File: config.mk
export PLATFORM = sky130hd
export DESIGN_NAME = ssp_port
export DESIGN_NICKNAME = d
export VERILOG_FILES = /design/src/rtl/ssp_pkg.sv /design/src/rtl/ssp_port.sv
export SDC_FILE = /design/constraint.sdc
export NUM_CORES = 1
export LEC_CHECK = 0
export BUFFER_PORTS_ARGS = -buffer_cell sky130_fd_sc_hd__buf_4
export CAP_MARGIN = 40
export CORE_ASPECT_RATIO = 1.5
export CORE_MARGIN = 8
export CORE_UTILIZATION = 52
export DETAILED_ROUTE_END_ITERATION = 10
export PLACE_DENSITY = 0.92
export REMOVE_ABC_BUFFERS = 1
export SLEW_MARGIN = 40
export SYNTH_ARGS = -nofsm -noshare
export SYNTH_HDL_FRONTEND = slang
export SYNTH_SLANG_ARGS = --single-unit
File: constraint.sdc
create_clock -name pclk -period 3.14 [get_ports pclk]
set_input_delay 0.157 -clock pclk [delete_from_list [all_inputs] [get_ports pclk]]
set_output_delay 0.157 -clock pclk [all_outputs]
set_load 0.01 [all_outputs]
File: src/rtl/ssp_pkg.sv
// constants and register layout of the serial port tail
package ssp_pkg;
  // word indices; byte address is four times index
  localparam logic [5:0] IDX_CTRL = 6'h10;
  localparam logic [5:0] IDX_STAT = 6'h11;
  localparam logic [5:0] IDX_DATA = 6'h12;
  // control register bits
  localparam int C_RXIE = 7;
  localparam int C_DMA_ROUTE_SELECT = 6;
  localparam int C_MSTR = 5;
  localparam int C_CPOL = 4;
  localparam int C_CPHA = 3;
  localparam int C_EN = 1;
  localparam int C_TXIE = 0;
  localparam logic [7:0] CTRL_RST = 8'h28;
  // status and control register bits
  localparam int S_RXF = 7;
  localparam int S_ERRIE = 6;
  localparam int S_OVR = 5;
  localparam int S_MODE_FAULT_FLAG = 4;
  localparam int S_TXE = 3;
  localparam int S_FEN = 2;
  localparam int S_RHI = 1;
  localparam int S_RLO = 0;
  localparam logic [1:0] RATE_RST = 2'h0;
  // divisors per rate code
  localparam int DIV_00 = 2;
  localparam int DIV_01 = 8;
  localparam int DIV_10 = 32;
  localparam int DIV_11 = 128;
  localparam logic [6:0] HALF_00 = 7'(DIV_00 / 2);
  localparam logic [6:0] HALF_01 = 7'(DIV_01 / 2);
  localparam logic [6:0] HALF_10 = 7'(DIV_10 / 2);
  localparam logic [6:0] HALF_11 = 7'(DIV_11 / 2);
  localparam logic [3:0] LAST_EDGE = 4'hf;
  typedef enum logic [0:0] {
    SSP_IDLE = 1'b0,
    SSP_SHIFT = 1'b1
  } ssp_state_t;
endpackage : ssp_pkg

File: src/rtl/ssp_port.sv
// byte serial port: apb registers, shifter, flags, rate divider
`timescale 1ns/100ps
`default_nettype none
module ssp_port (
  input wire logic pclk,
  input wire logic presetn,
  input wire logic ce,
  input wire logic psel,
  input wire logic penable,
  input wire logic pwrite,
  input wire logic [7:0] paddr,
  input wire logic [31:0] pwdata,
  output logic [31:0] prdata,
  output logic pready,
  output logic pslverr,
  input wire logic dma_wr_en,
  input wire logic [7:0] dma_wdata,
  input wire logic dma_rd_en,
  output logic [7:0] dma_rdata,
  output logic tx_cpu_irq,
  output logic tx_dma_req,
  output logic rx_cpu_irq,
  output logic rx_dma_req,
  output logic err_cpu_irq,
  input wire logic sck_i,
  output logic sck_o,
  output logic sck_oe,
  input wire logic mosi_i,
  output logic mosi_o,
  output logic mosi_oe,
  input wire logic miso_i,
  output logic miso_o,
  output logic miso_oe,
  input wire logic ss_n_i,
  output logic ss_owned,
  output logic ss_gpio_free
);
  // ==========================================================
  // registers
  logic [7:0] ctrl_r;
  logic [1:0] rate_r;
  logic fen_r;
  logic errie_r;
  logic txe_r;
  logic rxf_r;
  logic ovr_r;
  logic mode_fault_flag_r;
  logic rf_arm_r;
  logic mf_arm_r;
  logic [7:0] tx_hold_r;
  logic [7:0] rx_hold_r;
  logic [7:0] sh_r;
  logic [7:0] rsh_r;
  logic [7:0] rsh_nxt;
  logic [3:0] edge_r;
  logic [6:0] cnt_r;
  logic [6:0] half;
  logic sck_ph_r;
  logic sck_q_r;
  ssp_pkg::ssp_state_t st_r;

  logic en;
  logic mstr;
  logic dma_route_select;
  logic cpha;
  logic acc;
  logic wr;
  logic rd;
  logic hit_ctrl;
  logic hit_stat;
  logic hit_data;
  logic cpu_wr_data;
  logic cpu_rd_data;
  logic rd_stat;
  logic data_rd;
  logic start;
  logic tick;
  logic edge_ev;
  logic lead;
  logic samp;
  logic shft;
  logic done;
  logic din;
  logic fault_m;
  logic fault_s;
  logic fault;

  assign en = ctrl_r[ssp_pkg::C_EN];
  assign mstr = ctrl_r[ssp_pkg::C_MSTR];
  assign dma_route_select = ctrl_r[ssp_pkg::C_DMA_ROUTE_SELECT];
  assign cpha = ctrl_r[ssp_pkg::C_CPHA];

  // ==========================================================
  // apb slave, zero wait states
  assign acc = psel & penable & ce;
  assign wr = acc & pwrite;
  assign rd = acc & ~pwrite;
  assign hit_ctrl = paddr[7:2] == ssp_pkg::IDX_CTRL;
  assign hit_stat = paddr[7:2] == ssp_pkg::IDX_STAT;
  assign hit_data = paddr[7:2] == ssp_pkg::IDX_DATA;
  assign pready = 1'b1;
  assign pslverr = psel & penable & ~(hit_ctrl | hit_stat | hit_data);
  assign cpu_wr_data = wr & hit_data;
  assign cpu_rd_data = rd & hit_data;
  assign rd_stat = rd & hit_stat;
  assign data_rd = cpu_rd_data | (dma_rd_en & ce);

  always_comb
  begin
    prdata = 32'h0;
    if (hit_ctrl)
      prdata[7:0] = ctrl_r;
    else if (hit_stat)
      prdata[7:0] = {rxf_r, errie_r, ovr_r, mode_fault_flag_r, txe_r, fen_r, rate_r};
    else if (hit_data)
      prdata[7:0] = rx_hold_r;
  end

  // control register
  always_ff @(posedge pclk or negedge presetn)
  begin
    if (!presetn)
      ctrl_r <= ssp_pkg::CTRL_RST;
    else if (ce && wr && hit_ctrl)
      ctrl_r <= pwdata[7:0];
  end

  // writable fields of status and control
  always_ff @(posedge pclk or negedge presetn)
  begin
    if (!presetn)
    begin
      rate_r <= ssp_pkg::RATE_RST;
      fen_r <= 1'b0;
      errie_r <= 1'b0;
    end
    else if (ce && wr && hit_stat)
    begin
      rate_r <= pwdata[1:0];
      fen_r <= pwdata[ssp_pkg::S_FEN];
      errie_r <= pwdata[ssp_pkg::S_ERRIE];
    end
  end

  // ==========================================================
  // transmit holding and empty flag
  always_ff @(posedge pclk)
  begin
    if (ce && cpu_wr_data)
      tx_hold_r <= pwdata[7:0];
    else if (ce && dma_wr_en)
      tx_hold_r <= dma_wdata;
  end

  // a master load never coincides with a write; a slave load of a full holding register wins over a write in the same cycle
  always_ff @(posedge pclk or negedge presetn)
  begin
    if (!presetn)
      txe_r <= 1'b1;
    else if (ce)
    begin
      if (start && !txe_r)
        txe_r <= 1'b1;
      else if (cpu_wr_data)
        txe_r <= 1'b0;
      else if (dma_wr_en)
        txe_r <= 1'b0;
    end
  end

  // ==========================================================
  // receive holding, full and overflow
  always_ff @(posedge pclk)
  begin
    if (ce && done && !rxf_r)
      rx_hold_r <= rsh_nxt;
  end

  assign dma_rdata = rx_hold_r;

  always_ff @(posedge pclk or negedge presetn)
  begin
    if (!presetn)
      rf_arm_r <= 1'b0;
    else if (ce)
    begin
      if (rd_stat)
        rf_arm_r <= rxf_r | ovr_r;
      else if (cpu_rd_data)
        rf_arm_r <= 1'b0;
    end
  end

  // a clearing read wins over a new byte in the same cycle; the byte is dropped and overflow set
  always_ff @(posedge pclk or negedge presetn)
  begin
    if (!presetn)
      rxf_r <= 1'b0;
    else if (ce)
    begin
      if (done && !rxf_r)
        rxf_r <= 1'b1;
      else if (dma_route_select ? data_rd : (cpu_rd_data && rf_arm_r))
        rxf_r <= 1'b0;
    end
  end

  always_ff @(posedge pclk or negedge presetn)
  begin
    if (!presetn)
      ovr_r <= 1'b0;
    else if (ce)
    begin
      if (done && rxf_r)
        ovr_r <= 1'b1;
      else if (cpu_rd_data && rf_arm_r)
        ovr_r <= 1'b0;
    end
  end

  // ==========================================================
  // mode fault
  assign fault_m = en & mstr & ~ss_n_i;
  assign fault_s = en & ~mstr & (st_r == ssp_pkg::SSP_SHIFT) & ss_n_i;
  assign fault = fen_r & (fault_m | fault_s);

  always_ff @(posedge pclk or negedge presetn)
  begin
    if (!presetn)
      mf_arm_r <= 1'b0;
    else if (ce)
    begin
      if (rd_stat)
        mf_arm_r <= mode_fault_flag_r;
      else if (wr && hit_ctrl)
        mf_arm_r <= 1'b0;
    end
  end

  // only a status read then control write clears it
  always_ff @(posedge pclk or negedge presetn)
  begin
    if (!presetn)
      mode_fault_flag_r <= 1'b0;
    else if (ce)
    begin
      if (fault)
        mode_fault_flag_r <= 1'b1;
      else if (wr && hit_ctrl && mf_arm_r)
        mode_fault_flag_r <= 1'b0;
    end
  end

  // select pin ownership
  assign ss_owned = en & (~mstr | fen_r);
  assign ss_gpio_free = ~ss_owned;

  // ==========================================================
  // rate divider, master only
  always_comb
  begin
    case (rate_r)
      2'h0: half = ssp_pkg::HALF_00;
      2'h1: half = ssp_pkg::HALF_01;
      2'h2: half = ssp_pkg::HALF_10;
      2'h3: half = ssp_pkg::HALF_11;
      default: half = ssp_pkg::HALF_00;
    endcase
  end

  assign tick = mstr & (st_r == ssp_pkg::SSP_SHIFT) & (cnt_r == half - 7'h1);

  always_ff @(posedge pclk or negedge presetn)
  begin
    if (!presetn)
      cnt_r <= 7'h0;
    else if (ce)
    begin
      if (start || tick || !mstr)
        cnt_r <= 7'h0;
      else if (st_r == ssp_pkg::SSP_SHIFT)
        cnt_r <= cnt_r + 7'h1;
    end
  end

  // ==========================================================
  // shifter sequencing
  always_ff @(posedge pclk or negedge presetn)
  begin
    if (!presetn)
      sck_q_r <= 1'b0;
    else if (ce)
      sck_q_r <= sck_i;
  end

  // master waits for a full holding register; slave arms while selected
  always_comb
  begin
    start = 1'b0;
    if (en && st_r == ssp_pkg::SSP_IDLE && !fault)
    begin
      if (mstr)
        start = !txe_r && !cpu_wr_data && !dma_wr_en && !mode_fault_flag_r;
      else
        start = !ss_n_i;
    end
  end

  assign edge_ev = (st_r == ssp_pkg::SSP_SHIFT) &
                   (mstr ? tick : (sck_i ^ sck_q_r));
  assign lead = ~edge_r[0];
  assign samp = edge_ev & (cpha ? ~lead : lead);
  assign shft = edge_ev & ~samp & ~(cpha & (edge_r == 4'h0));
  assign done = edge_ev & (edge_r == ssp_pkg::LAST_EDGE);
  assign din = mstr ? miso_i : mosi_i;
  assign rsh_nxt = samp ? {rsh_r[6:0], din} : rsh_r;

  always_ff @(posedge pclk or negedge presetn)
  begin
    if (!presetn)
      st_r <= ssp_pkg::SSP_IDLE;
    else if (ce)
    begin
      case (st_r)
        ssp_pkg::SSP_IDLE:
          if (start)
            st_r <= ssp_pkg::SSP_SHIFT;
        ssp_pkg::SSP_SHIFT:
          if (done || !en || fault || (!mstr && ss_n_i))
            st_r <= ssp_pkg::SSP_IDLE;
        default: st_r <= ssp_pkg::SSP_IDLE;
      endcase
    end
  end

  always_ff @(posedge pclk or negedge presetn)
  begin
    if (!presetn)
      edge_r <= 4'h0;
    else if (ce)
    begin
      if (start)
        edge_r <= 4'h0;
      else if (edge_ev)
        edge_r <= edge_r + 4'h1;
    end
  end

  always_ff @(posedge pclk or negedge presetn)
  begin
    if (!presetn)
      sck_ph_r <= 1'b0;
    else if (ce)
    begin
      if (start)
        sck_ph_r <= 1'b0;
      else if (tick)
        sck_ph_r <= ~sck_ph_r;
    end
  end

  always_ff @(posedge pclk or negedge presetn)
  begin
    if (!presetn)
    begin
      sh_r <= 8'h0;
      rsh_r <= 8'h0;
    end
    else if (ce)
    begin
      if (start)
        sh_r <= tx_hold_r;
      else if (shft)
        sh_r <= {sh_r[6:0], 1'b0};
      rsh_r <= start ? 8'h0 : rsh_nxt;
    end
  end

  // ==========================================================
  // pins and requests
  assign sck_o = ctrl_r[ssp_pkg::C_CPOL] ^ sck_ph_r;
  assign sck_oe = en & mstr;
  assign mosi_o = sh_r[7];
  assign mosi_oe = en & mstr;
  assign miso_o = sh_r[7];
  assign miso_oe = en & ~mstr & ~ss_n_i;

  assign tx_cpu_irq = txe_r & ctrl_r[ssp_pkg::C_TXIE] & ~dma_route_select;
  assign tx_dma_req = txe_r & ctrl_r[ssp_pkg::C_TXIE] & dma_route_select;
  assign rx_cpu_irq = rxf_r & ctrl_r[ssp_pkg::C_RXIE] & ~dma_route_select;
  assign rx_dma_req = rxf_r & ctrl_r[ssp_pkg::C_RXIE] & dma_route_select;
  assign err_cpu_irq = errie_r & (mode_fault_flag_r | ovr_r);

  // ==========================================================
  // checks
  a_txe_on_load: assert property (@(posedge pclk) disable iff (!presetn)
    ce && start && mstr && !txe_r |=> txe_r)
    else $error("tx empty not set on load");
  a_txe_cpu_clr: assert property (@(posedge pclk) disable iff (!presetn)
    ce && cpu_wr_data |=> !txe_r && tx_hold_r == $past(pwdata[7:0]))
    else $error("cpu write did not fill tx");
  a_txe_dma_clr: assert property (@(posedge pclk) disable iff (!presetn)
    ce && dma_wr_en && !cpu_wr_data |=> !txe_r)
    else $error("dma write did not clear tx empty");
  a_tx_route: assert property (@(posedge pclk) disable iff (!presetn)
    !(tx_cpu_irq && tx_dma_req) && (tx_dma_req == (txe_r && dma_route_select && ctrl_r[0])))
    else $error("tx request routed wrong");
  a_mode_fault_flag_gate: assert property (@(posedge pclk) disable iff (!presetn)
    ce && !mode_fault_flag_r && !fen_r |=> !mode_fault_flag_r)
    else $error("mode fault set while disabled");
  a_mode_fault_flag_keep: assert property (@(posedge pclk) disable iff (!presetn)
    ce && mode_fault_flag_r && !(wr && hit_ctrl) |=> mode_fault_flag_r)
    else $error("mode fault lost");
  a_mode_fault_flag_master: assert property (@(posedge pclk) disable iff (!presetn)
    ce && en && mstr && fen_r && !ss_n_i |=> mode_fault_flag_r)
    else $error("master fault not flagged");
  a_ss_claim: assert property (@(posedge pclk) disable iff (!presetn)
    en && !mstr |-> ss_owned && !ss_gpio_free)
    else $error("slave left select pin free");
  a_rate_div: assert property (@(posedge pclk) disable iff (!presetn)
    ce && start && mstr && rate_r == 2'h1 ##1 ce [*4] |=> sck_ph_r && edge_r == 4'h1)
    else $error("divide by eight period wrong");
  a_rx_split: assert property (@(posedge pclk) disable iff (!presetn)
    psel && !pwrite && hit_data |-> prdata[7:0] == rx_hold_r)
    else $error("data read not from rx holding");
  c_master_byte: cover property (@(posedge pclk) disable iff (!presetn)
    done && mstr);
  c_slave_byte: cover property (@(posedge pclk) disable iff (!presetn)
    done && !mstr);
  c_overflow: cover property (@(posedge pclk) disable iff (!presetn)
    done && rxf_r);
  c_fault: cover property (@(posedge pclk) disable iff (!presetn)
    fault && !mode_fault_flag_r);
endmodule : ssp_port
`default_nettype wire

==> impl_metrics.yaml <==
drt:
  via_per_inst: 5.91
  wl_um: 9580
  num_vias: 3098
  drt-initial-drc-count: 251
  firstDrtPassIters: 5
  drt-wirelength-per-cell_um: 18.3
  ant_nets: 0
  post-route-drc-count: 0
yosys:
  netlist_area_mm2: 0.00368
  ys.warnings.count: 0
  postSynthAreaPerCell_um2: 9.78
  synth-seq-area-share_pct: 45.8
  async_flop_share_pct: 75.0
  yosys.area.top_type_share_pct: 30.6
  synth_cell_types: 57
  ys_seq_elements: 64
  synth_area_leaders: "dfrtp_1 31%, edfxtp_1 13%, mux2_2 10%"
  synth_cells: 376
  yosys.area.top_type: "dfrtp_1"
  synth_flop_cell: "dfrtp_1"
  synth_edf_count: 16
floorplan:
  ios: 115
  die_w_um: 84.7
  coreArea_mm2: 0.00685
  start_util_pct: 53.7
  fp-row-count: 37
  die_h_um: 119
  die_area_mm2: 0.0101
sta:
  fmax_ghz: 0.374
  drv_slew: 0
  rsz0062_at_grt: "false"
  worst_slew_margin_rel_pct: 47.9
  worstMarginPinSlew_ns: 0.779
  finClkSkew_ns: 0.0118
  tns_ns: 0
  min_period_ns: 2.67
  setup_viol: 0
  fin_crit_sh_pct: 85.0
  hold_viol: 0
worst_hold_path:
  hp-start: "pwdata[5]"
  hp-class: "input pin to register"
final_layout:
  nets: 504
  mostFrequentLayoutCell: "buf_4"
  final_cell_mix: "73 x buf_4, 46 x nand2_1, 45 x dfrtp_1, 34 x mux2_2, 33 x o21ai_0"
  final_layout_size_suffix_gt1_share_pct: 30.3
  synthToLayoutAreaGrowth_pct: 18.2
  diodes: 0
power_and_ir_drop:
  power.internal_mw: 1.39
  seq_power_share_pct: 49.8
  powerDensity_mw_per_mm2: 433
  p_sw_share_pct: 26.3
  p_sw_mw: 0.496
  combPwrFrac_pct: 12.7
  p_leak_nw: 2.06
  p_total_mw: 1.88
  max-vdd-ir-drop_mv: 0.231
  power.share.clock_pct: 37.6
worst_setup_path:
  arrival_ns: 2.77
  crit_slowest_cell: "dfrtp_1"
  startpoint: "rate_r[1]$_DFFE_PN0P_"
  r2r_start: "rate_r[1]$_DFFE_PN0P_"
  cp.required_ns: 3.24
  slowest_delay_ns: 0.49
  setup.worst_path.class: "register to register"
  crit_chain: "or3_4 -> o22a_2 -> o32ai_1 -> and3_1 -> mux2_2"
  cp-start-kind: "register"
  endpoint_kind: "register"
  cp_max_fo: 10
global_route:
  grt_pass1_vias: 3264
  antenna_found_initial: 0
  grt_usage_pct: 19.7
  grt_pass1_wl_um: 15800
  overflow: 0
  grt_max_degree: 49
clocking:
  cts_tree: "yes"
  clockBufferDepth: 2
  cts-buffers-inserted: 9
  clock_latency_ns: 0.35
  root_buffer: "clkbuf_8"
  clk_pin_slew_ns: 0.07
  clock_sinks: 64
  cts.htree.levels: 3
  cts-resized-gates: 0
place:
  gp_congestion: 0.869
  hpwl_um: 7250
  numPortBuffers: 63
status:
  status: "finished clean"
flow_run:
  maxCapViolCount: 0
[layer usage]
metal | part of all wire, % | vias up | wire length [um] | global-route usage (%)
met5 | 0 | - | 0 | 0
met2 | 53 | 161 | 5130 | 35.7
met4 | 3.0 | 0 | 286 | 10.4
met3 | 7.2 | 28 | 691 | 5.02
met1 | 36 | 1478 | 3480 | 20.1
li1 | - | 1431 | - | -
[metrics by stage]
stage	setup slack [ns]	hold WS, ns	instances	util (%)	cell area, um2
after detailed placement	0.493	0.217	507	60.4	4140
after global placement	0.554	0.205	507	60.4	4140
after floorplan	0.218	-0.139	356	-	3490
final	0.470	0.0494	524	63.4	4340
after CTS	0.478	0.0275	524	63.4	4340
after global routing	0.393	0.0406	524	63.4	4340
[path summary, 6_finish.rpt]
check,endpoint,slack [ns],cells past startpoint
worst max-delay path,dma_rdata[4]$_DFFE_PP_,0.47,5
worst min-delay path,ctrl_r[5]$_DFFE_PN1P_,0.05,3
worst max register to register,dma_rdata[4]$_DFFE_PP_,0.47,5
worst min register to register,sh_r[0]$_DFFE_PN0P_,0.46,1
max in group asynchronous,rsh_r[0]$_DFFE_PN0P_,2.35,2
min in group asynchronous,cnt_r[4]$_DFFE_PN0P_,0.36,2
[repair_timing]
item / in CTS / in global routing
hold buffers: 1 / 0
hold endpoints to repair: 45 / 0
buffers inserted: 0 / 0
[cells in the mapped netlist (all sizes together) (3+ instances only)]
cell type  instances
nand2             47
dfrtp             45
mux2              34
o21ai             33
buf               29
nor2              26
a21oi             18
edfxtp            16
clkbuf            14
nand3             13
inv                9
nand4              9
and3               7
nor3               6
and4               5
xor2               5
or3                4
a21o               3
a22o               3
a31oi              3
dfstp              3
ha                 3
mux2i              3
nand2b             3
o31ai              3
[flip-flops by register name, summed over array words and instances, names as in the netlist]
signal	cells
cnt_r	7
ctrl_r	8
dma_rdata	8
edge_r	4
errie_r	1
fen_r	1
mf_arm_r	1
mode_fault_flag_r	1
ovr_r	1
rate_r	2
rf_arm_r	1
rsh_r	8
rxf_r	1
sck_ph_r	1
sck_q_r	1
sh_r	8
st_r	1
tx_hold_r	8
txe_r	1
[critical path, delay by kind of cell (launching register included)]
kind | cells | cell delay (ns)
multiplexers | 1 | 0.38
flip-flops | 1 | 0.49
AO/OA/AOI/OAI | 2 | 0.68
AND/OR/NAND/NOR | 2 | 0.87
[cell families (layout without fill, tap and decap cells)]
kind of cell    Yosys count  in the layout  synth area share [%]
xor+xnor                  7              7                  1.67
buf+inv                  53            100                  8.41
other cells               2             25                 0.204
flops                    64             64                  45.8
simple gates            131            131                  17.6
fa+ha+maj                 3              3                  1.02
mux                      37             37                  11.2
compound gates           79             79                  14.0
[area by class of cell]
class / instances / area, um2
clock buffers: 11 / 141
fillers: 539 / 2510
flip-flops and latches: 64 / 1690
well taps: 78 / 97.6
inverters: 10 / 37.5
repair buffers: 74 / 558
clock inverters: 5 / 56.3
multi-input cells: 282 / 1770
[power by group through the flow]
stage	Sequential (mW)	Clock, mW	Combinational (mW)
global route	0.942	0.754	0.264
CTS	0.936	0.717	0.236
finish	0.936	0.707	0.239
global placement	0.946	0	0.222
detailed placement	0.951	0	0.234
floorplan	0.938	0	0.140
Note: power is estimated with default switching activity, not from simulation.
